$ cat config.mk
export PLATFORM = sky130hd
export DESIGN_NAME = adsq_top
export DESIGN_NICKNAME = d
export VERILOG_FILES = /design/src/include/adsq_pkg.sv /design/src/rtl/adsq_step_timer.sv /design/src/rtl/adsq_sar_engine.sv /design/src/rtl/adsq_top.sv
export VERILOG_INCLUDE_DIRS = /design/src /design/src/include
export SDC_FILE = /design/constraint.sdc
export NUM_CORES = 1
export LEC_CHECK = 0
export BUFFER_PORTS_ARGS = -buffer_cell sky130_fd_sc_hd__buf_2
export CAP_MARGIN = 5
export CORE_AREA = 2 2 68 118
export CTS_BUF_LIST = sky130_fd_sc_hd__clkbuf_4 sky130_fd_sc_hd__clkbuf_8 sky130_fd_sc_hd__clkbuf_16
export DETAILED_ROUTE_END_ITERATION = 12
export DIE_AREA = 0 0 70 120
export PLACE_DENSITY_LB_ADDON = 0.08
export SETUP_SLACK_MARGIN = 0.3
export SLEW_MARGIN = 20
export SYNTH_ARGS = -nofsm -noshare
export SYNTH_HDL_FRONTEND = slang
export SYNTH_SLANG_ARGS = --single-unit
$ cat constraint.sdc
create_clock -name CLK -period 3 [get_ports CLK]
set_input_delay 0.45 -clock CLK [delete_from_list [all_inputs] [get_ports CLK]]
set_output_delay 0.45 -clock CLK [all_outputs]
set_load 0.005 [all_outputs]
$ cat src/include/adsq_params.svh
// Register offsets, field positions, reset values and timing counts of the converter control
`ifndef ADSQ_PARAMS_SVH
`define ADSQ_PARAMS_SVH

// ==========================================================
// Register byte offsets
`define ADSQ_ADDR_CR1 8'h0e
`define ADSQ_ADDR_CR2 8'h0f
`define ADSQ_ADDR_DR2 8'h1e
`define ADSQ_ADDR_DR1 8'h1f

// ==========================================================
// Reset values
`define ADSQ_CR1_RESET 8'h00
`define ADSQ_CR2_RESET 6'h00

// ==========================================================
// Field positions
`define ADSQ_CR1_START 7
`define ADSQ_CR1_MODE_HI 6
`define ADSQ_CR1_MODE_LO 5
`define ADSQ_CR1_INDIS 4
`define ADSQ_CR2_LADDER 5
`define ADSQ_CR2_TSEL_HI 3
`define ADSQ_CR2_TSEL_LO 1
`define ADSQ_DR2_END 5
`define ADSQ_DR2_BUSY 4

// ==========================================================
// Operation mode codes
`define ADSQ_MODE_OFF 2'b00
`define ADSQ_MODE_SOFT 2'b01
`define ADSQ_MODE_REPEAT 2'b11

// ==========================================================
// Timing: shortest conversion in system clock cycles, sample phase in steps
`define ADSQ_CONV_FC_MIN 39
`define ADSQ_SAMPLE_TICKS 3
`define ADSQ_RES_BITS 10

`endif

$ cat src/include/adsq_pkg.sv
// Types shared by the converter control modules
package adsq_pkg;

    // SAR engine states
    typedef enum logic [1:0] {SAR_IDLE, SAR_SAMPLE, SAR_CONVERT} adsq_sar_state_t;

endpackage

$ cat src/rtl/adsq_step_timer.sv
// Step tick generator that paces the sample and bit phases of a conversion
`timescale 1ns/10ps
`include "adsq_params.svh"
module adsq_step_timer import adsq_pkg::*; #(
    parameter int CNT_W = 7
) (
    input wire logic clk,
    input wire logic rst,
    input wire logic run,
    input wire logic [2:0] sel,
    output logic tick
);
    // Cycles per step at the fastest setting: one conversion is sample plus bit steps
    localparam int BASE = `ADSQ_CONV_FC_MIN / (`ADSQ_SAMPLE_TICKS + `ADSQ_RES_BITS);

    logic [CNT_W-1:0] cnt_q;
    logic [CNT_W-1:0] period;

    generate
        if (CNT_W < 7)
        begin : g_chk
            $error("adsq_step_timer: CNT_W too small for slowest setting");
        end
    endgenerate

    // Time select to doubling count; reserved codes fall back to the slowest
    function automatic logic [2:0] tsel_shift(input logic [2:0] s);
        case (s)
            3'h0: tsel_shift = 3'h0;
            3'h2: tsel_shift = 3'h1;
            3'h3: tsel_shift = 3'h2;
            3'h4: tsel_shift = 3'h3;
            3'h5: tsel_shift = 3'h4;
            default: tsel_shift = 3'h5;
        endcase
    endfunction

    assign period = CNT_W'(BASE) << tsel_shift(sel);

    // Free count while running, held at zero otherwise so each step is full length
    always_ff @(posedge clk or posedge rst)
    begin
        if (rst)
        begin
            cnt_q <= '0;
            tick <= 1'b0;
        end
        else if (!run)
        begin
            cnt_q <= '0;
            tick <= 1'b0;
        end
        else if (cnt_q == period - CNT_W'(1))
        begin
            cnt_q <= '0;
            tick <= 1'b1;
        end
        else
        begin
            cnt_q <= cnt_q + CNT_W'(1);
            tick <= 1'b0;
        end
    end
endmodule

$ cat src/rtl/adsq_sar_engine.sv
// Successive-approximation sequencer driving the DAC code from comparator decisions
`timescale 1ns/10ps
`include "adsq_params.svh"
module adsq_sar_engine import adsq_pkg::*; #(
    parameter int RES_W = 10
) (
    input wire logic clk,
    input wire logic rst,
    input wire logic start,
    input wire logic abort,
    input wire logic tick,
    input wire logic comp,
    output logic busy,
    output logic sample,
    output logic [RES_W-1:0] dac_code,
    output logic done,
    output logic [RES_W-1:0] result
);
    adsq_sar_state_t state_q;
    logic [1:0] scnt_q;
    logic [3:0] bitn_q;
    logic [RES_W-1:0] trial;

    generate
        if (RES_W < 2 || RES_W > 16)
        begin : g_chk
            $error("adsq_sar_engine: RES_W out of range");
        end
    endgenerate

    // Current trial with the bit under test dropped when the input is below it
    always_comb
    begin
        trial = dac_code;
        if (!comp)
        begin
            trial[bitn_q] = 1'b0;
        end
    end

    // Abort wins over everything but reset, so a partial code never reaches the result
    always_ff @(posedge clk or posedge rst)
    begin
        if (rst)
        begin
            state_q <= SAR_IDLE;
            scnt_q <= 2'h0;
            bitn_q <= 4'h0;
            busy <= 1'b0;
            sample <= 1'b0;
            dac_code <= '0;
            done <= 1'b0;
            result <= '0;
        end
        else if (abort)
        begin
            state_q <= SAR_IDLE;
            busy <= 1'b0;
            sample <= 1'b0;
            dac_code <= '0;
            done <= 1'b0;
        end
        else
        begin
            done <= 1'b0;
            unique case (state_q)
                SAR_IDLE:
                begin
                    if (start)
                    begin
                        state_q <= SAR_SAMPLE;
                        scnt_q <= 2'h0;
                        busy <= 1'b1;
                        sample <= 1'b1;
                    end
                end
                SAR_SAMPLE:
                begin
                    if (tick && scnt_q == 2'(`ADSQ_SAMPLE_TICKS - 1))
                    begin
                        state_q <= SAR_CONVERT;
                        sample <= 1'b0;
                        bitn_q <= 4'(RES_W - 1);
                        dac_code <= RES_W'(1) << (RES_W - 1);
                    end
                    else if (tick)
                    begin
                        scnt_q <= scnt_q + 2'h1;
                    end
                end
                SAR_CONVERT:
                begin
                    if (tick && bitn_q == 4'h0)
                    begin
                        state_q <= SAR_IDLE;
                        result <= trial;
                        done <= 1'b1;
                        busy <= 1'b0;
                        dac_code <= '0;
                    end
                    else if (tick)
                    begin
                        dac_code <= trial | (RES_W'(1) << (bitn_q - 4'h1));
                        bitn_q <= bitn_q - 4'h1;
                    end
                end
            endcase
        end
    end
endmodule

$ cat src/rtl/adsq_top.sv
// Converter control: registers, start and repeat sequencing, result capture, standby handling
//
// Function
// - Standby entry abandons a running conversion at once.
// - Standby entry returns both control registers to reset values.
// - A conversion cut by standby leaves no valid result.
// - Earlier results are lost on standby; software reads them first.
// - After standby the converter stays idle until software starts it again.
// - In standby the reference ladder is disconnected without software action.
// - Each conversion gives an unsigned ten-bit result of the input.
// - Writing one to bit 7 of control one starts a conversion; here only in mode 01 or 11 and while idle.
// - The end flag is readable at any time for polling.
// - Upper 8 result bits in one register, lower 2 beside the flags.
// - Interrupt latch may be lost; the end flag keeps completion evidence.
// - Writing mode 00 stops conversion at once and discards the partial result.
// - The start bit clears itself once the conversion has begun.
// - Reading the upper result register clears the end flag.
// - Busy sets at start, clears at finish and on standby entry.
//
// Decided for this implementation: the register offsets and the plain strobed port.
`timescale 1ns/10ps
`include "adsq_params.svh"
module adsq_top import adsq_pkg::*; #(
    parameter int RES_W = `ADSQ_RES_BITS
) (
    input wire logic CLK,
    input wire logic RST,
    input wire logic [7:0] ADDR,
    input wire logic [7:0] WDATA,
    input wire logic WR,
    input wire logic RD,
    output logic [7:0] RDATA,
    input wire logic STANDBY,
    input wire logic COMP,
    output logic [3:0] CH_SEL,
    output logic AIN_DISABLE,
    output logic [RES_W-1:0] DAC_CODE,
    output logic SAMPLE,
    output logic LADDER_ON,
    output logic DONE_IRQ
);
    // ==========================================================
    // Declarations

    // Control one fields
    logic start_q;
    logic [1:0] mode_q;
    logic indis_q;
    logic [3:0] chan_q;
    // Control two, bits 5..0 kept
    logic [5:0] cr2_q;
    // Result and flags
    logic [RES_W-1:0] res_q;
    logic end_q;
    logic restart_q;
    logic ladder_q;
    logic irq_q;
    logic [7:0] rdata_q;

    logic wr_cr1;
    logic wr_cr2;
    logic rd_dr1;
    logic kick;
    logic sar_start;
    logic sar_abort;
    logic sar_busy;
    logic sar_done;
    logic [RES_W-1:0] sar_result;
    logic tick;
    logic mode_runs;

    generate
        if (RES_W != 10)
        begin : g_chk
            $error("adsq_top: result split needs exactly ten bits");
        end
    endgenerate

    // Address match, shared by all strobe decodes
    function automatic logic hit(input logic [7:0] a, input logic [7:0] target);
        hit = (a == target);
    endfunction

    // ==========================================================
    // Strobe decode

    // Writes are refused while standby holds the block in reset
    assign wr_cr1 = WR && hit(ADDR, `ADSQ_ADDR_CR1) && !STANDBY;
    assign wr_cr2 = WR && hit(ADDR, `ADSQ_ADDR_CR2) && !STANDBY;
    assign rd_dr1 = RD && hit(ADDR, `ADSQ_ADDR_DR1);
    assign mode_runs = (mode_q == `ADSQ_MODE_SOFT) || (mode_q == `ADSQ_MODE_REPEAT);

    // ==========================================================
    // Control register one

    // Fields follow the write; standby forces reset values
    always_ff @(posedge CLK or posedge RST)
    begin
        if (RST)
        begin
            mode_q <= 2'(`ADSQ_CR1_RESET >> `ADSQ_CR1_MODE_LO);
            indis_q <= 1'b0;
            chan_q <= 4'h0;
        end
        else if (STANDBY)
        begin
            mode_q <= `ADSQ_MODE_OFF;
            indis_q <= 1'b0;
            chan_q <= 4'h0;
        end
        else if (wr_cr1)
        begin
            mode_q <= WDATA[`ADSQ_CR1_MODE_HI:`ADSQ_CR1_MODE_LO];
            indis_q <= WDATA[`ADSQ_CR1_INDIS];
            chan_q <= WDATA[3:0];
        end
    end

    // Start bit; a start written during a conversion is not honoured
    always_ff @(posedge CLK or posedge RST)
    begin
        if (RST)
        begin
            start_q <= 1'b0;
        end
        else if (STANDBY)
        begin
            start_q <= 1'b0;
        end
        else if (wr_cr1)
        begin
            start_q <= WDATA[`ADSQ_CR1_START];
        end
        else
        begin
            start_q <= 1'b0;
        end
    end

    // ==========================================================
    // Control register two

    always_ff @(posedge CLK or posedge RST)
    begin
        if (RST)
        begin
            cr2_q <= `ADSQ_CR2_RESET;
        end
        else if (STANDBY)
        begin
            cr2_q <= `ADSQ_CR2_RESET;
        end
        else if (wr_cr2)
        begin
            cr2_q <= WDATA[5:0];
        end
    end

    // ==========================================================
    // Conversion sequencing

    // A fresh start only in a running mode and only from idle
    assign kick = start_q && mode_runs && !sar_busy;
    assign sar_start = kick || restart_q;
    // Standby or a disable write kill the conversion before any result lands
    assign sar_abort = STANDBY || (wr_cr1 && WDATA[`ADSQ_CR1_MODE_HI:`ADSQ_CR1_MODE_LO] == `ADSQ_MODE_OFF);

    // Repeat mode chains the next conversion one cycle after completion
    always_ff @(posedge CLK or posedge RST)
    begin
        if (RST)
        begin
            restart_q <= 1'b0;
        end
        else
        begin
            restart_q <= sar_done && mode_q == `ADSQ_MODE_REPEAT && !sar_abort;
        end
    end

    adsq_step_timer #(
        .CNT_W(7)
    ) u_timer (
        .clk(CLK),
        .rst(RST),
        .run(sar_busy),
        .sel(cr2_q[`ADSQ_CR2_TSEL_HI:`ADSQ_CR2_TSEL_LO]),
        .tick(tick)
    );

    adsq_sar_engine #(
        .RES_W(RES_W)
    ) u_sar (
        .clk(CLK),
        .rst(RST),
        .start(sar_start),
        .abort(sar_abort),
        .tick(tick),
        .comp(COMP),
        .busy(sar_busy),
        .sample(SAMPLE),
        .dac_code(DAC_CODE),
        .done(sar_done),
        .result(sar_result)
    );

    // ==========================================================
    // Result and end flag

    // Standby wipes old results; a finished conversion beats a clearing read
    always_ff @(posedge CLK or posedge RST)
    begin
        if (RST)
        begin
            res_q <= '0;
        end
        else if (STANDBY)
        begin
            res_q <= '0;
        end
        else if (sar_done)
        begin
            res_q <= sar_result;
        end
    end

    // The interrupt does not touch this flag, so polling still sees completion
    always_ff @(posedge CLK or posedge RST)
    begin
        if (RST)
        begin
            end_q <= 1'b0;
        end
        else if (STANDBY)
        begin
            end_q <= 1'b0;
        end
        else if (sar_done)
        begin
            end_q <= 1'b1;
        end
        else if (rd_dr1 || kick)
        begin
            end_q <= 1'b0;
        end
    end

    // One-cycle completion request to the interrupt controller
    always_ff @(posedge CLK or posedge RST)
    begin
        if (RST)
        begin
            irq_q <= 1'b0;
        end
        else
        begin
            irq_q <= sar_done && !STANDBY;
        end
    end

    // ==========================================================
    // Reference ladder

    // Held on only while converting unless software keeps it on; off from the cycle after standby rises
    always_ff @(posedge CLK or posedge RST)
    begin
        if (RST)
        begin
            ladder_q <= 1'b0;
        end
        else
        begin
            ladder_q <= !STANDBY && (cr2_q[`ADSQ_CR2_LADDER] || sar_busy || sar_start);
        end
    end

    // ==========================================================
    // Read port

    // Data stand for exactly one cycle after the strobe; low status bits read zero
    always_ff @(posedge CLK or posedge RST)
    begin
        if (RST)
        begin
            rdata_q <= 8'h00;
        end
        else if (!RD)
        begin
            rdata_q <= 8'h00;
        end
        else if (hit(ADDR, `ADSQ_ADDR_CR1))
        begin
            rdata_q <= {start_q, mode_q, indis_q, chan_q};
        end
        else if (hit(ADDR, `ADSQ_ADDR_CR2))
        begin
            rdata_q <= {2'b00, cr2_q};
        end
        else if (hit(ADDR, `ADSQ_ADDR_DR1))
        begin
            rdata_q <= res_q[9:2];
        end
        else if (hit(ADDR, `ADSQ_ADDR_DR2))
        begin
            rdata_q <= {res_q[1:0], end_q, sar_busy, 4'h0};
        end
        else
        begin
            rdata_q <= 8'h00;
        end
    end

    // ==========================================================
    // Outputs

    assign RDATA = rdata_q;
    assign CH_SEL = chan_q;
    assign AIN_DISABLE = indis_q;
    assign LADDER_ON = ladder_q;
    assign DONE_IRQ = irq_q;
endmodule

==> impl_metrics.yaml <==
outcome:
  status: "completed"
yosys:
  synthCells: 392
  yosysTopAreaCell: "dfrtp_1"
  syn-num-nets: 430
  ys_async_sr_fraction_pct: 100
  synth.avg_cell_area_sq_um: 10.2
  synth_top_area_share_pct: 46.8
  ys_ff_latch: 75
  syn_area_sq_mm: 0.00401
  ys.flop_type: "dfrtp_1"
  ys_types: 56
  ys_seq_area_share_pct: 46.8
  synth_edf_count: 0
  synth_area_leaders: "dfrtp_1 47%, mux2i_1 8.0%, nor2_1 5.8%"
  ys_warn_count: 0
timing:
  rsz0062_at_grt: "false"
  final.setup_skew_ns: 0.00547
  relSlewSlack_pct: 56.1
  worst_pin_slew_ns: 0.653
  fin_tns_setup_ns: 0
  hold_slack_ns: 0.178
  period_share_pct: 86.1
  period_needed_ns: 2.58
  setup_viol: 0
  hold_viol: 0
  fmax_mhz: 387
  slew_viol_final: 0
detailed_routing:
  routed_via_density: 5.88
  drc: 0
  wl_per_cell_microns: 17.3
  firstDrtPassIters: 4
  drtIter0Drc: 195
  routed_wl_microns: 9170
  vias: 3109
  ant_nets: 0
clocking:
  path_clk_slew_ns: 0.06
  cts_tree: "done"
  hold_buffers: 0
  cts_buffers: 9
  clock_path_buffers: 2
  clk_latency_ns: 0.34
  cts_sinks: 75
  htreeDepth: 3
  root_buffer: "clkbuf_16"
pwr:
  ir_worst_vdd_mv: 0.384
  p_sw_share_pct: 24.7
  p_clk_share_pct: 45.5
  p_int_w: 0.00180
  combinationalPowerShare_pct: 10.1
  p_seq_share_pct: 44.5
  leakagePower_nw: 2.19
  design_power_total_w: 0.00239
  netSwitchingPower_w: 0.000592
  p_per_area_mw_per_mm2: 518
critical_path:
  r2r-end: "u_timer.cnt_q[0]"
  critPathCaptureType: "flop"
  rrSetupSlack_ns: 0.42
  r2r_cells: 10
  cp_max_fo: 11
  crit_arrival_ns: 2.78
  start_kind: "flop"
  cp.required_ns: 3.19
  rr_startpoint: "cr2_q[3]"
  crit_type: "flop to flop"
global_route:
  grt_pass1_vias: 3109
  grt_usage_pct: 23.6
  grt-ovfl-total: 0
  grt_first_pass_wirelength_microns: 15300
  antenna_found_initial: 0
  grt_max_degree: 51
floorplan:
  die_area_sq_mm: 0.00840
  die_y_microns: 120
  initial_core_util_pct: 53.8
  rows: 42
  chipWidth_microns: 70
  core_area_sq_mm: 0.00746
  io_pins: 48
cells_and_area:
  ff_latch_area_sq_mm: 0.00188
  drive_gt1_share_pct: 20.2
  final_util_pct: 62.0
  final_nets: 474
  n_fill_cell: 655
  diodes: 0
  multi_input_area_sq_mm: 0.00196
  synthToLayoutAreaGrowth_pct: 15.3
placement:
  post-dp-hpwl_microns: 6760
  place_congestion: 0.978
  io_buffer_count: 47
flow_run:
  max-cap-violations: 0
worst_hold_path:
  min_path_type: "primary input to async pin"
[per-layer routing]
layer,track usage [%],part of all wire (%),vias to the layer above
li1,-,-,1487
met1,26.6,39,1515
met2,41.9,54,86
met3,5.21,4.0,21
met4,10.5,3.2,0
met5,0,0,-
[placed cells by master, fill, tap and decap left out, types with 3 or more instances in the layout]
cell type    n
nand2b_1     9
a221oi_1     3
nor2b_1      5
nand3_1      8
xor2_1       3
a22oi_1      8
buf_4        5
clkbuf_16    9
a211oi_1     9
nand4_1      3
mux2i_1     32
a21boi_0     4
a21oi_1      8
ha_1        16
a222oi_1     5
o21ai_0     20
mux2_2      11
dfrtp_1     73
and3_1       3
a31oi_1      4
clkinvlp_4   4
nor2_1      61
buf_2       47
o31ai_1      3
nand2_1     15
inv_1       19
nor3_1       3
xnor2_1      6
[repair_timing]
item	4_1_cts	5_1_grt
gates resized for setup	0	3
setup endpoints to repair	0	8
buffers inserted	0	1
[critical path, stage by stage (launching register included)]
cell and delay, ns:
dfrtp_2 0.47, nand2b_1 0.18, mux2_2 0.30, inv_1 0.06, ha_1 0.27, nor2_1 0.20, xor2_1 0.18, o221ai_1 0.20
nor4_4 0.31, buf_4 0.19, a211oi_1 0.08
[cell usage after synthesis, drive strengths merged (4+ instances only)]
master / number
a31oi: 4
a21oi: 8
nor2b: 5
o21ai: 20
dfrtp: 75
buf: 12
mux2i: 32
ha: 16
a22oi: 8
clkbuf: 8
a222oi: 5
a211oi: 9
nand3: 8
inv: 20
nor2: 62
nand2b: 9
mux2: 12
a21boi: 4
nand2: 15
xnor2: 6
[metrics by stage]
step / worst slack (ns) / std cells / instance area [sq um]
4_1_cts: 0.399 / 528 / 4610
3_3_place_gp: 0.503 / 512 / 4310
2_1_floorplan: 0.640 / 392 / 4010
6_report: 0.418 / 529 / 4620
3_5_place_dp: 0.400 / 512 / 4310
5_1_grt: 0.273 / 529 / 4620
[power groups by stage]
stage / clock [W] / combinational (W) / sequential [W]
global route: 0.00116 / 0.000272 / 0.00107
floorplan: 0 / 0.000170 / 0.00108
finish: 0.00109 / 0.000241 / 0.00106
CTS: 0.00110 / 0.000239 / 0.00106
global placement: 0 / 0.000233 / 0.00108
detailed placement: 0 / 0.000238 / 0.00108
[worst max path at each step]
stage                       end     start  cells past startpoint
2_1_floorplan       AIN_DISABLE       RST                      1
3_3_place_gp       u_timer.tick  cr2_q[2]                      9
3_5_place_dp   u_timer.cnt_q[0]  cr2_q[3]                      9
4_1_cts        u_timer.cnt_q[0]  cr2_q[3]                      9
5_1_grt            u_timer.tick  cr2_q[3]                     10
6_report       u_timer.cnt_q[0]  cr2_q[3]                     10
[registers in the layout (all words and copies together) (netlist names)]
name	cells
u_sar.busy	1
mode_q	2
CH_SEL	4
start_q	1
u_sar.sample	1
u_sar.dac_code	10
u_timer.cnt_q	7
u_timer.tick	1
u_sar.result	10
LADDER_ON	1
res_q	10
u_sar.done	1
DONE_IRQ	1
u_sar.bitn_q	4
u_sar.state_q	2
cr2_q	6
AIN_DISABLE	1
u_sar.scnt_q	2
end_q	1
RDATA	8
restart_q	1
[kinds of logic (layout without fill, tap and decap cells)]
kind of cell	after synthesis	count (layout)	synth area share [%]
AOI/OAI and AO/OA	82	82	14.5
xor gates and xnor gates	9	9	1.97
adders and majority gates	16	16	4.99
buffers and inverters	40	89	4.65
DFF	75	75	46.8
muxes	44	44	11.4
and+or+nand+nor	126	126	15.8
[layout make-up]
cell class	count	share of cell area, %
Multi-Input combinational cell	277	42.4
Sequential cell	75	40.6
Timing Repair Buffer	53	6.33
Clock buffer	10	5.17
Tap cell	88	2.38
Inverter	20	1.62
Clock inverter	6	1.41
Power figures use the tool's default switching activity.
